## src/include/fwp_pkg.sv

```systemverilog
/*
  fwp_pkg: register map, field positions, reset values, key words and
  address constants of the flash write-protect register block.
  Assumes a 32-bit classic Wishbone slave with word-aligned byte addresses.
*/
package fwp_pkg;

  // register byte offsets
  localparam logic [7:0] FWP_OFS_CONTROL   = 8'h00;
  localparam logic [7:0] FWP_OFS_KEY       = 8'h04;
  localparam logic [7:0] FWP_OFS_TARGET    = 8'h08;
  localparam logic [7:0] FWP_OFS_SOURCE    = 8'h0C;
  localparam logic [7:0] FWP_OFS_PROG_PROT = 8'h10;
  localparam logic [7:0] FWP_OFS_BOOT_PROT = 8'h14;
  localparam logic [7:0] FWP_OFS_STATUS    = 8'h18;

  // program-flash protect fields
  localparam int          FWP_PP_UNLOCK_BIT  = 31;
  localparam logic [31:0] FWP_PP_RESET       = 32'h8000_0000;
  localparam logic [7:0]  FWP_PFM_PREFIX     = 8'h1D;

  // boot-alias protect fields
  localparam int          FWP_BP_UNLOCK_BIT  = 15;
  localparam int          FWP_BP_PAGE2_BIT   = 10;
  localparam int          FWP_BP_PAGE1_BIT   = 9;
  localparam int          FWP_BP_PAGE0_BIT   = 8;
  localparam logic [31:0] FWP_BP_RESET       = 32'h0000_8700;
  localparam logic [31:0] FWP_BOOT_PAGE2_BASE = 32'h1FC0_0000;
  localparam logic [31:0] FWP_BOOT_PAGE1_BASE = 32'h1FC0_0800;
  localparam logic [31:0] FWP_BOOT_PAGE0_BASE = 32'h1FC0_1000;
  localparam logic [31:0] FWP_PAGE_MASK       = 32'hFFFF_F800;

  // control register fields
  localparam int          FWP_CTL_START_BIT  = 15;
  localparam int          FWP_CTL_ERR_BIT    = 13;
  localparam logic [3:0]  FWP_OP_NONE        = 4'h0;
  localparam logic [3:0]  FWP_OP_DWORD       = 4'h2;
  localparam logic [3:0]  FWP_OP_ROW         = 4'h3;
  localparam logic [3:0]  FWP_OP_PAGE_ERASE  = 4'h4;

  // unlock key words
  localparam logic [31:0] FWP_KEY_FIRST      = 32'hAA99_6655;
  localparam logic [31:0] FWP_KEY_SECOND     = 32'h5566_99AA;

  // key sequence states
  typedef enum logic [1:0] {
    FWP_KEY_IDLE = 2'b00,
    FWP_KEY_HALF = 2'b01,
    FWP_KEY_OPEN = 2'b10
  } fwp_key_type;

  // request handed to the flash engine
  typedef struct packed {
    logic        valid;
    logic [3:0]  op;
    logic [31:0] target;
    logic [31:0] source;
  } fwp_req_type;

endpackage

```

## src/rtl/fwp_regs.sv

```systemverilog
/*
  fwp_regs: flash controller register logic with program-flash and
  boot-alias page write protection, key unlock sequence and row source.
  Assumes a classic Wishbone master on clk_i and a flash engine that
  only runs requests raised on req_o.
*/
// Operation
// - source address register holds 32-bit address
// - program unlock bit 31 gates threshold writes
// - unlock bits clear-only, set by reset
// - threshold changes only while program unlocked
// - addresses below 0x1D threshold are protected
// - zero threshold disables program protection
// - threshold page and lower pages protected
// - boot unlock bit 15 gates page bits
// - boot page bits change only while unlocked
// - bit 10 protects 0x1FC00000-0x1FC007FF
// - bit 9 protects 0x1FC00800-0x1FC00FFF
// - bit 8 protects 0x1FC01000-0x1FC017FF
// - bits 30-24 ignore writes, read zero
// - op 0011 programs row if unprotected
// - page erase ignores address bits 10:0
`timescale 1ns/1ns
module fwp_regs (
  input  wire logic                 clk_i,
  input  wire logic                 rst_i,
  input  wire logic                 wb_cyc_i,
  input  wire logic                 wb_stb_i,
  input  wire logic                 wb_we_i,
  input  wire logic [7:0]           wb_adr_i,
  input  wire logic [3:0]           wb_sel_i,
  input  wire logic [31:0]          wb_dat_i,
  output logic      [31:0]          wb_dat_o,
  output logic                      wb_ack_o,
  output fwp_pkg::fwp_req_type      req_o
);

  // whole-page protection test against threshold and boot bits
  function automatic logic page_locked(input logic [31:0] adr,
                                       input logic [23:0] thr,
                                       input logic [2:0]  boot);
    logic [31:0] pg;
    logic [31:0] lim;
    pg  = adr & fwp_pkg::FWP_PAGE_MASK;
    lim = {fwp_pkg::FWP_PFM_PREFIX, thr};
    page_locked = 1'b0;
    if (thr != 24'h00_0000 && adr[31:24] == fwp_pkg::FWP_PFM_PREFIX
        && pg <= lim)
      page_locked = 1'b1;
    if (pg == fwp_pkg::FWP_BOOT_PAGE2_BASE && boot[2])
      page_locked = 1'b1;
    if (pg == fwp_pkg::FWP_BOOT_PAGE1_BASE && boot[1])
      page_locked = 1'b1;
    if (pg == fwp_pkg::FWP_BOOT_PAGE0_BASE && boot[0])
      page_locked = 1'b1;
  endfunction

  // byte-lane merge of a write
  function automatic logic [31:0] merge(input logic [31:0] old,
                                        input logic [31:0] wd,
                                        input logic [3:0]  sel);
    merge = old;
    for (int i = 0; i < 4; i++)
      if (sel[i])
        merge[i*8 +: 8] = wd[i*8 +: 8];
  endfunction

  logic [31:0]              source_q;
  logic [31:0]              target_q;
  logic [3:0]               op_q;
  logic                     err_q;
  logic                     pp_unlock;
  logic [23:0]              pp_thr;
  logic                     bp_unlock;
  logic [2:0]               bp_pages;
  fwp_pkg::fwp_key_type     key_state;
  fwp_pkg::fwp_req_type     req_q;
  logic [31:0]              rdata_q;
  logic                     ack_q;

  logic [31:0]              next_source;
  logic [31:0]              next_target;
  logic [3:0]               next_op;
  logic                     next_err;
  logic                     next_pp_unlock;
  logic [23:0]              next_pp_thr;
  logic                     next_bp_unlock;
  logic [2:0]               next_bp_pages;
  fwp_pkg::fwp_key_type     next_key_state;
  fwp_pkg::fwp_req_type     next_req;
  logic [31:0]              next_rdata;
  logic                     next_ack;

  logic                     acc;
  logic                     wr;
  logic [31:0]              wv;
  logic                     op_locked;

  // one access per request; ack drops the cycle after it rises
  assign acc = wb_cyc_i && wb_stb_i && !ack_q;
  assign wr  = acc && wb_we_i;
  assign op_locked = page_locked(target_q, pp_thr, bp_pages);

  // next state of registers, key sequence and flash request
  always_comb
  begin
    next_source    = source_q;
    next_target    = target_q;
    next_op        = op_q;
    next_err       = err_q;
    next_pp_unlock = pp_unlock;
    next_pp_thr    = pp_thr;
    next_bp_unlock = bp_unlock;
    next_bp_pages  = bp_pages;
    next_key_state = key_state;
    next_req       = '0;
    next_rdata     = 32'h0000_0000;
    next_ack       = acc;
    wv             = 32'h0000_0000;
    // any access other than the key walk drops an open unlock
    if (acc && !(wr && wb_adr_i == fwp_pkg::FWP_OFS_KEY))
      next_key_state = fwp_pkg::FWP_KEY_IDLE;
    if (wr)
    begin
      unique case (wb_adr_i)
        fwp_pkg::FWP_OFS_KEY:
        begin
          // two key words open one protected write
          if (key_state == fwp_pkg::FWP_KEY_IDLE && wb_dat_i == fwp_pkg::FWP_KEY_FIRST)
            next_key_state = fwp_pkg::FWP_KEY_HALF;
          else if (key_state == fwp_pkg::FWP_KEY_HALF
                   && wb_dat_i == fwp_pkg::FWP_KEY_SECOND)
            next_key_state = fwp_pkg::FWP_KEY_OPEN;
          else
            next_key_state = fwp_pkg::FWP_KEY_IDLE;
        end
        fwp_pkg::FWP_OFS_TARGET:
          next_target = merge(target_q, wb_dat_i, wb_sel_i);
        fwp_pkg::FWP_OFS_SOURCE:
          next_source = merge(source_q, wb_dat_i, wb_sel_i);
        fwp_pkg::FWP_OFS_PROG_PROT:
        begin
          wv = merge({pp_unlock, 7'h00, pp_thr}, wb_dat_i, wb_sel_i);
          // ignored unless the key walk just finished
          if (key_state == fwp_pkg::FWP_KEY_OPEN && pp_unlock)
          begin
            // locked register keeps all; 30-24 dropped
            next_pp_thr = wv[23:0];
            next_pp_unlock = wv[fwp_pkg::FWP_PP_UNLOCK_BIT];
          end
        end
        fwp_pkg::FWP_OFS_BOOT_PROT:
        begin
          wv = merge({16'h0000, bp_unlock, 4'h0, bp_pages, 8'h00}, wb_dat_i, wb_sel_i);
          if (key_state == fwp_pkg::FWP_KEY_OPEN && bp_unlock)
          begin
            // page bits follow only while unlocked
            next_bp_pages = wv[fwp_pkg::FWP_BP_PAGE2_BIT:fwp_pkg::FWP_BP_PAGE0_BIT];
            next_bp_unlock = wv[fwp_pkg::FWP_BP_UNLOCK_BIT];
          end
        end
        fwp_pkg::FWP_OFS_CONTROL:
        begin
          next_op = wb_dat_i[3:0];
          if (wb_dat_i[fwp_pkg::FWP_CTL_START_BIT])
          begin
            if (wb_dat_i[3:0] == fwp_pkg::FWP_OP_NONE)
              next_err = 1'b0;
            // refuse a protected target, flag the error
            else if (op_locked)
              next_err = 1'b1;
            else
            begin
              next_req.valid  = 1'b1;
              next_req.op     = wb_dat_i[3:0];
              next_req.source = source_q;
              // page erase uses the page base
              if (wb_dat_i[3:0] == fwp_pkg::FWP_OP_PAGE_ERASE)
                next_req.target = target_q & fwp_pkg::FWP_PAGE_MASK;
              else
                next_req.target = target_q;
            end
          end
        end
        default: ;
      endcase
    end
    else if (acc)
    begin
      unique case (wb_adr_i)
        fwp_pkg::FWP_OFS_CONTROL:   next_rdata = {18'h0, err_q, 9'h0, op_q};
        fwp_pkg::FWP_OFS_TARGET:    next_rdata = target_q;
        fwp_pkg::FWP_OFS_SOURCE:    next_rdata = source_q;
        fwp_pkg::FWP_OFS_PROG_PROT: next_rdata = {pp_unlock, 7'h00, pp_thr};
        fwp_pkg::FWP_OFS_BOOT_PROT:
          next_rdata = {16'h0000, bp_unlock, 4'h0, bp_pages, 8'h00};
        fwp_pkg::FWP_OFS_STATUS:    next_rdata = {31'h0, op_locked};
        default:                    next_rdata = 32'h0000_0000;
      endcase
    end
  end

  // registers; reset returns both unlock bits to one
  always_ff @(posedge clk_i)
  begin
    if (rst_i)
    begin
      source_q  <= 32'h0000_0000;
      target_q  <= 32'h0000_0000;
      op_q      <= 4'h0;
      err_q     <= 1'b0;
      pp_unlock <= fwp_pkg::FWP_PP_RESET[31];
      pp_thr    <= fwp_pkg::FWP_PP_RESET[23:0];
      bp_unlock <= fwp_pkg::FWP_BP_RESET[15];
      bp_pages  <= fwp_pkg::FWP_BP_RESET[10:8];
      key_state <= fwp_pkg::FWP_KEY_IDLE;
      req_q     <= '0;
      rdata_q   <= 32'h0000_0000;
      ack_q     <= 1'b0;
    end
    else
    begin
      source_q  <= next_source;
      target_q  <= next_target;
      op_q      <= next_op;
      err_q     <= next_err;
      pp_unlock <= next_pp_unlock;
      pp_thr    <= next_pp_thr;
      bp_unlock <= next_bp_unlock;
      bp_pages  <= next_bp_pages;
      key_state <= next_key_state;
      req_q     <= next_req;
      rdata_q   <= next_rdata;
      ack_q     <= next_ack;
    end
  end

  assign wb_dat_o = rdata_q;
  assign wb_ack_o = ack_q;
  assign req_o    = req_q;
endmodule // fwp_regs

```

## config.mk

```make
export PLATFORM = sky130hd
export DESIGN_NAME = fwp_regs
export DESIGN_NICKNAME = d
export VERILOG_FILES = /design/src/include/fwp_pkg.sv /design/src/rtl/fwp_regs.sv
export SDC_FILE = /design/constraint.sdc
export NUM_CORES = 1
export LEC_CHECK = 0
export BUFFER_PORTS_ARGS = -buffer_cell sky130_fd_sc_hd__buf_2
export CORE_ASPECT_RATIO = 1.4
export CORE_MARGIN = 8
export CORE_UTILIZATION = 35
export CTS_CLUSTER_SIZE = 20
export DETAILED_ROUTE_END_ITERATION = 8
export PLACE_DENSITY_LB_ADDON = 0.05
export SLEW_MARGIN = 0
export SYNTH_ARGS = -nofsm -noshare
export SYNTH_HDL_FRONTEND = slang
export SYNTH_SLANG_ARGS = --single-unit
export TNS_END_PERCENT = 10
```

## constraint.sdc

```tcl
create_clock -name clk_i -period 5.4 [get_ports clk_i]
set_input_delay 0.54 -clock clk_i [delete_from_list [all_inputs] [get_ports clk_i]]
set_output_delay 0.54 -clock clk_i [all_outputs]
set_load 0.005 [all_outputs]
```

Word level (Yosys, flattened, before mapping)
Cells that the tools add are included.
{"block": "classes", "magnitude_cmp": 1, "eq_ne": 15, "n_mux": 14, "bitwise_logic": 4, "reduce_logical": 40}
{"cell": "case mux 32 bit (6 select lines)", "n": 1}
{"cell": "two-way mux 69 bit", "n": 1}
{"cell": "== test 21 x 18 -> 1 bit (second input constant)", "n": 3}
{"cell": "== test 32 x 31 -> 1 bit (second input constant)", "n": 1}
{"cell": "== test 32 bit (second input constant)", "n": 1}
{"cell": "== test 8 x 5 -> 1 bit (second input constant)", "n": 4}
{"cell": "<= comparator 32 x 29 -> 1 bit", "n": 1}
{"cell": "AND reduction 3 bit", "n": 8}
{"cell": "AND reduction 4 bit", "n": 6}
{"cell": "nonzero test 24 bit", "n": 1}
{"cell": "== test 8 x 4 -> 1 bit (second input constant)", "n": 2}
{"cell": "logical AND 1 bit", "n": 14}
{"cell": "two-way mux 11 bit", "n": 1}
{"cell": "two-way mux 2 bit", "n": 5}
{"cell": "== test 8 x 3 -> 1 bit (second input constant)", "n": 1}
{"cell": "zero test 8 bit", "n": 1}
{"cell": "OR reduction 7 bit", "n": 1}
{"cell": "two-way mux 1 bit", "n": 6}
{"cell": "OR reduction 6 bit", "n": 1}
{"cell": "OR reduction 5 bit", "n": 1}
{"cell": "== test 4 x 3 -> 1 bit (second input constant)", "n": 1}
{"cell": "zero test 4 bit", "n": 1}
{"cell": "inverter 1 bit", "n": 4}
{"cell": "OR reduction 3 bit", "n": 1}
{"cell": "other kinds (6)", "n": 7}
{"block": "totals", "regBits": 202, "in_bits": 49, "out_inout_bits": 102, "wordCells": 98}

Depth between registers and ports, before layout
{"block": "logic_depth", "depth_word": 9, "ltp_mapped": 10, "depth_no_buf": 8}

Worst setup path before layout
No wires, ideal clock.
{"block": "synth_path", "path_kind": "flip-flop to flip-flop", "start": "reg pp_thr[21]", "end": "reg req_q, in the netlist req_o[18]", "setup_ps": 115, "arrival_time_ps": 2207, "t_required_ps": 5285, "path_slack_ps": 3079, "path_stages_with_launch": 11, "n_path_buf": 2, "synth_period_minus_slack_ps": 2321, "cell_sequence": "dfxtp_1 -> inv_1 -> ha_1 -> nand4_1 -> nor2_1 -> or4b_1 -> a221oi_2 -> a211oi_4 -> buf_6 -> buf_6 -> and2_1"}
{"block": "synth_between", "elab_chain_cells": 8, "word_cells_on_any_way": 9, "classes_between": "1 x order compare; 4 x mux; 4 x reduce/logical"}
{"item": "start, declared", "line_no": "fwp_regs.sv:73", "source": "logic [23:0] pp_thr;"}
{"item": "start signal, assigned", "line_no": "fwp_regs.sv:213", "source": "pp_thr <= fwp_pkg::FWP_PP_RESET[23:0];"}
{"item": "start signal, assigned", "line_no": "fwp_regs.sv:228", "source": "pp_thr <= next_pp_thr;"}
{"item": "branches (longest 2 deep; another with <= comparator 32 x 29 -> 1 bit)"}
{"item": "logical AND 1 bit *", "line_no": "fwp_regs.sv:48", "source": "&& pg <= lim)"}
{"item": "two-way mux 1 bit *", "line_no": "fwp_regs.sv:47", "source": "if (thr != 24'h00_0000 && adr[31:24] == fwp_pkg::FWP_PFM_PREFIX"}
{"item": "two-way mux 1 bit *", "line_no": "fwp_regs.sv:50", "source": "if (pg == fwp_pkg::FWP_BOOT_PAGE2_BASE && boot[2])"}
{"item": "two-way mux 1 bit *", "line_no": "fwp_regs.sv:52", "source": "if (pg == fwp_pkg::FWP_BOOT_PAGE1_BASE && boot[1])"}
{"item": "two-way mux 1 bit *", "line_no": "fwp_regs.sv:54", "source": "if (pg == fwp_pkg::FWP_BOOT_PAGE0_BASE && boot[0])"}
{"item": "OR reduction 6 bit (no source line) *"}
{"item": "end signal, assigned", "line_no": "fwp_regs.sv:232", "source": "req_q <= next_req;"}
{"item": "end, declared", "line_no": "fwp_regs.sv:77", "source": "fwp_pkg::fwp_req_type req_q;"}
Mark *: on every way between the ends.
A chain may end at the register's enable or synchronous reset.

Final worst setup path
{"block": "layout_path", "start": "reg pp_thr[23]", "end": "reg req_q, in the netlist req_o[15]"}
Same word-level chain as after synthesis.

==> run metrics <==
Post-synth EDFFs 0; DRC Markers 0; GRT Util Overall roughly a fifth; Total Nets Final 1031; CTS tree yes; total CTS buffers 21; WHS roughly 0.32 ns; P_leak ~0.0037 µW; Synth area leader dfxtp_1; H-tree depth 1; Layout area overhead 20.66%; DP HPWL roughly 18 mm; Iter 0 DRT Violations a little under 600; Crit. End Element flip-flop; fmax around 320 MHz; GRT overflow 0; sequential share of the synthesized area 53.11%; status finished clean; Setup-failing EPs final 0; crit path launch type flip-flop; CTS clk-pin slew, worst paths around 0.06 ns; Post-CTS Resized 0; TritonCTS Sinks between 200 and 250; RSZ-0062 raised after global routing no; syn_nets about 900; max-cap violations 0; vias per inst ~5.3; Yosys top cell area share a little over half; fin cells 1245; Tot Pwr between 2000 and 3000 µW; CP max FO 36; DR pass1 iterations 8; first-pass GRT wire length approximately 39 mm; largest cells by area after synthesis dfxtp_1, nand2_1, a21oi_1, and2_1, nand3_1; Slew @ Worst Pin roughly 1.2 ns; largest net degree at the start of global routing 65; Post-Syn Area approximately 7600 µm²; Post-synth ARST share 0%; Mean Syn Cell Area around 9 µm²; CTS max path bufs 3; Clock Latency Late Sink about 0.50 ns; share of layout cells above drive strength 1 between 20% and 30%; standard-cell row count 64; Max VDD drop slightly below 0.0002 V; Final Cycle Share 57.28%; Synth Flop Type dfxtp_1; max-slew violation count 0; clock skew ~0.0082 ns; gpl congestion around 0.78; vias in the first global route between 6000 and 7000; Post-Place Cells around 1200; top cells by count, synth dfxtp_1, nand2_1, a21oi_1, nand3_1, and2_1; final hold vios 0; Period minus WS final between 3 and 4 ns; Yosys reg bits roughly 200; clk root buf clkbuf_16; Crit path arrival time 3.54 ns; # hold bufs at CTS 0; YS warnings 0; core area 21620 µm²; Chip Height 190.5 µm; die area roughly 27000 µm²; PortBufs 150; initial antenna violation count 0; Syn Inst Count 840; vias between 6000 and 7000; Hold Path Class input pin to flip-flop; # diodes 0; Pwr per Cell Area about 320 nW/µm²; Synth cell types 52; most numerous cell in the Yosys netlist dfxtp_1; Slew HR between 20% and 30%; WL per Instance just over 20 µm; I/O pin count 151; WL final 25.49 mm; Final Util between 40% and 50%; Die X roughly 140 µm; Post-CTS Setup Inserts 0; initial core utilization 35.21%; ANT nets after route 0; Req. time, crit path about 5.8 ns; crit path kind flip-flop to flip-flop; Setup TNS 0 ns
## flip-flops by register name, indices dropped and copies added, names as in the netlist, 2 cells and up
register,count
req_o,69
source_q,32
target_q,32
wb_dat_o,32
pp_thr,24
op_q,4
bp_pages,3
key_state,2
## routing by layer
| layer | vias to the layer above | global-route usage [%] | share of wire, % |
|---|---|---|---|
| li1 | 3220 | - | - |
| met1 | 3191 | 22.53 | 42 |
| met2 | 194 | 33.40 | 51 |
| met3 | 32 | 3.408 | 5.9 |
| met4 | 0 | 4.395 | 1.4 |
| met5 | - | 0 | 0 |
## cell families after synthesis
family                     after synthesis  share of synthesized area, %
adders and majority gates               13                         2.136
muxes                                    6                        0.7889
buffers and inverters                   68                         3.829
and+or+nand+nor                        381                         25.46
DFF                                    202                         53.11
AOI/OAI and AO/OA                      170                         14.68
## worst max-delay path, cell delays in order, from the launching register on
cell and delay, ns:
dfxtp_1 0.42, inv_1 0.07, ha_1 0.31, nand4_1 0.17, nor3_1 0.21, or4b_1 0.15, a221oi_2 0.07, a211oi_4 0.98
buf_4 0.45, and2_1 0.18
## report_power, final
part | leakage [µW] | internal (µW) | switching, µW | total [µW]
Combinational | 0.00172 | 21.3 | 65.7 | 87.0
Clock | 0.000316 | 802 | 585 | 1390
Sequential | 0.00163 | 1490 | 0.279 | 1490
Total | 0.00366 | 2310 | 651 | 2960
## final cells by class
type	count	area, µm²
timing repair buffer	156	795.8
tap	264	330.3
fill	2235	12430
inverter	18	67.56
clock buffer	29	585.6
sequential	202	4044
clock inverter	6	57.56
multi-input combinational	570	3306
## metrics by stage
| stage | instance area, µm² | setup WS, ns |
|---|---|---|
| 2_1_floorplan | 7614 | 3.079 |
| 3_3_place_gp | 8543 | 1.859 |
| 3_5_place_dp | 8543 | 1.852 |
| 4_1_cts | 9186 | 2.246 |
| 5_1_grt | 9186 | 1.957 |
| 6_report | 9186 | 2.307 |
## worst paths after layout
| check | startpoint | endpoint | slack, ns | cells past startpoint |
|---|---|---|---|---|
| max | pp_thr[23] | req_o[15] | 2.31 | 9 |
| min | wb_dat_i[25] | target_q[25] | 0.32 | 3 |
| max reg2reg | pp_thr[23] | req_o[15] | 2.31 | 9 |
| min reg2reg | target_q[5] | req_o[37] | 0.47 | 1 |
## cell usage in the layout (no fill, tap or decap), types with 3 or more instances in the layout
master,count
nor3_1,13
buf_4,6
or4bb_1,3
nor4_1,9
nand4_1,9
a21o_1,4
nor4b_1,4
a22oi_1,17
nor3_4,4
buf_2,150
nand4b_1,7
a211o_1,3
inv_1,18
or3_1,3
mux2i_1,6
o211a_1,11
nand2_1,140
clkinv_2,4
o21ai_0,3
nand3_1,68
a21oi_1,102
nor2_1,42
clkbuf_16,21
dfxtp_1,202
ha_1,13
a222oi_1,20
clkbuf_8,3
and3_1,4
clkbuf_1,5
and2_1,59
Power figures use the tool's default switching activity.
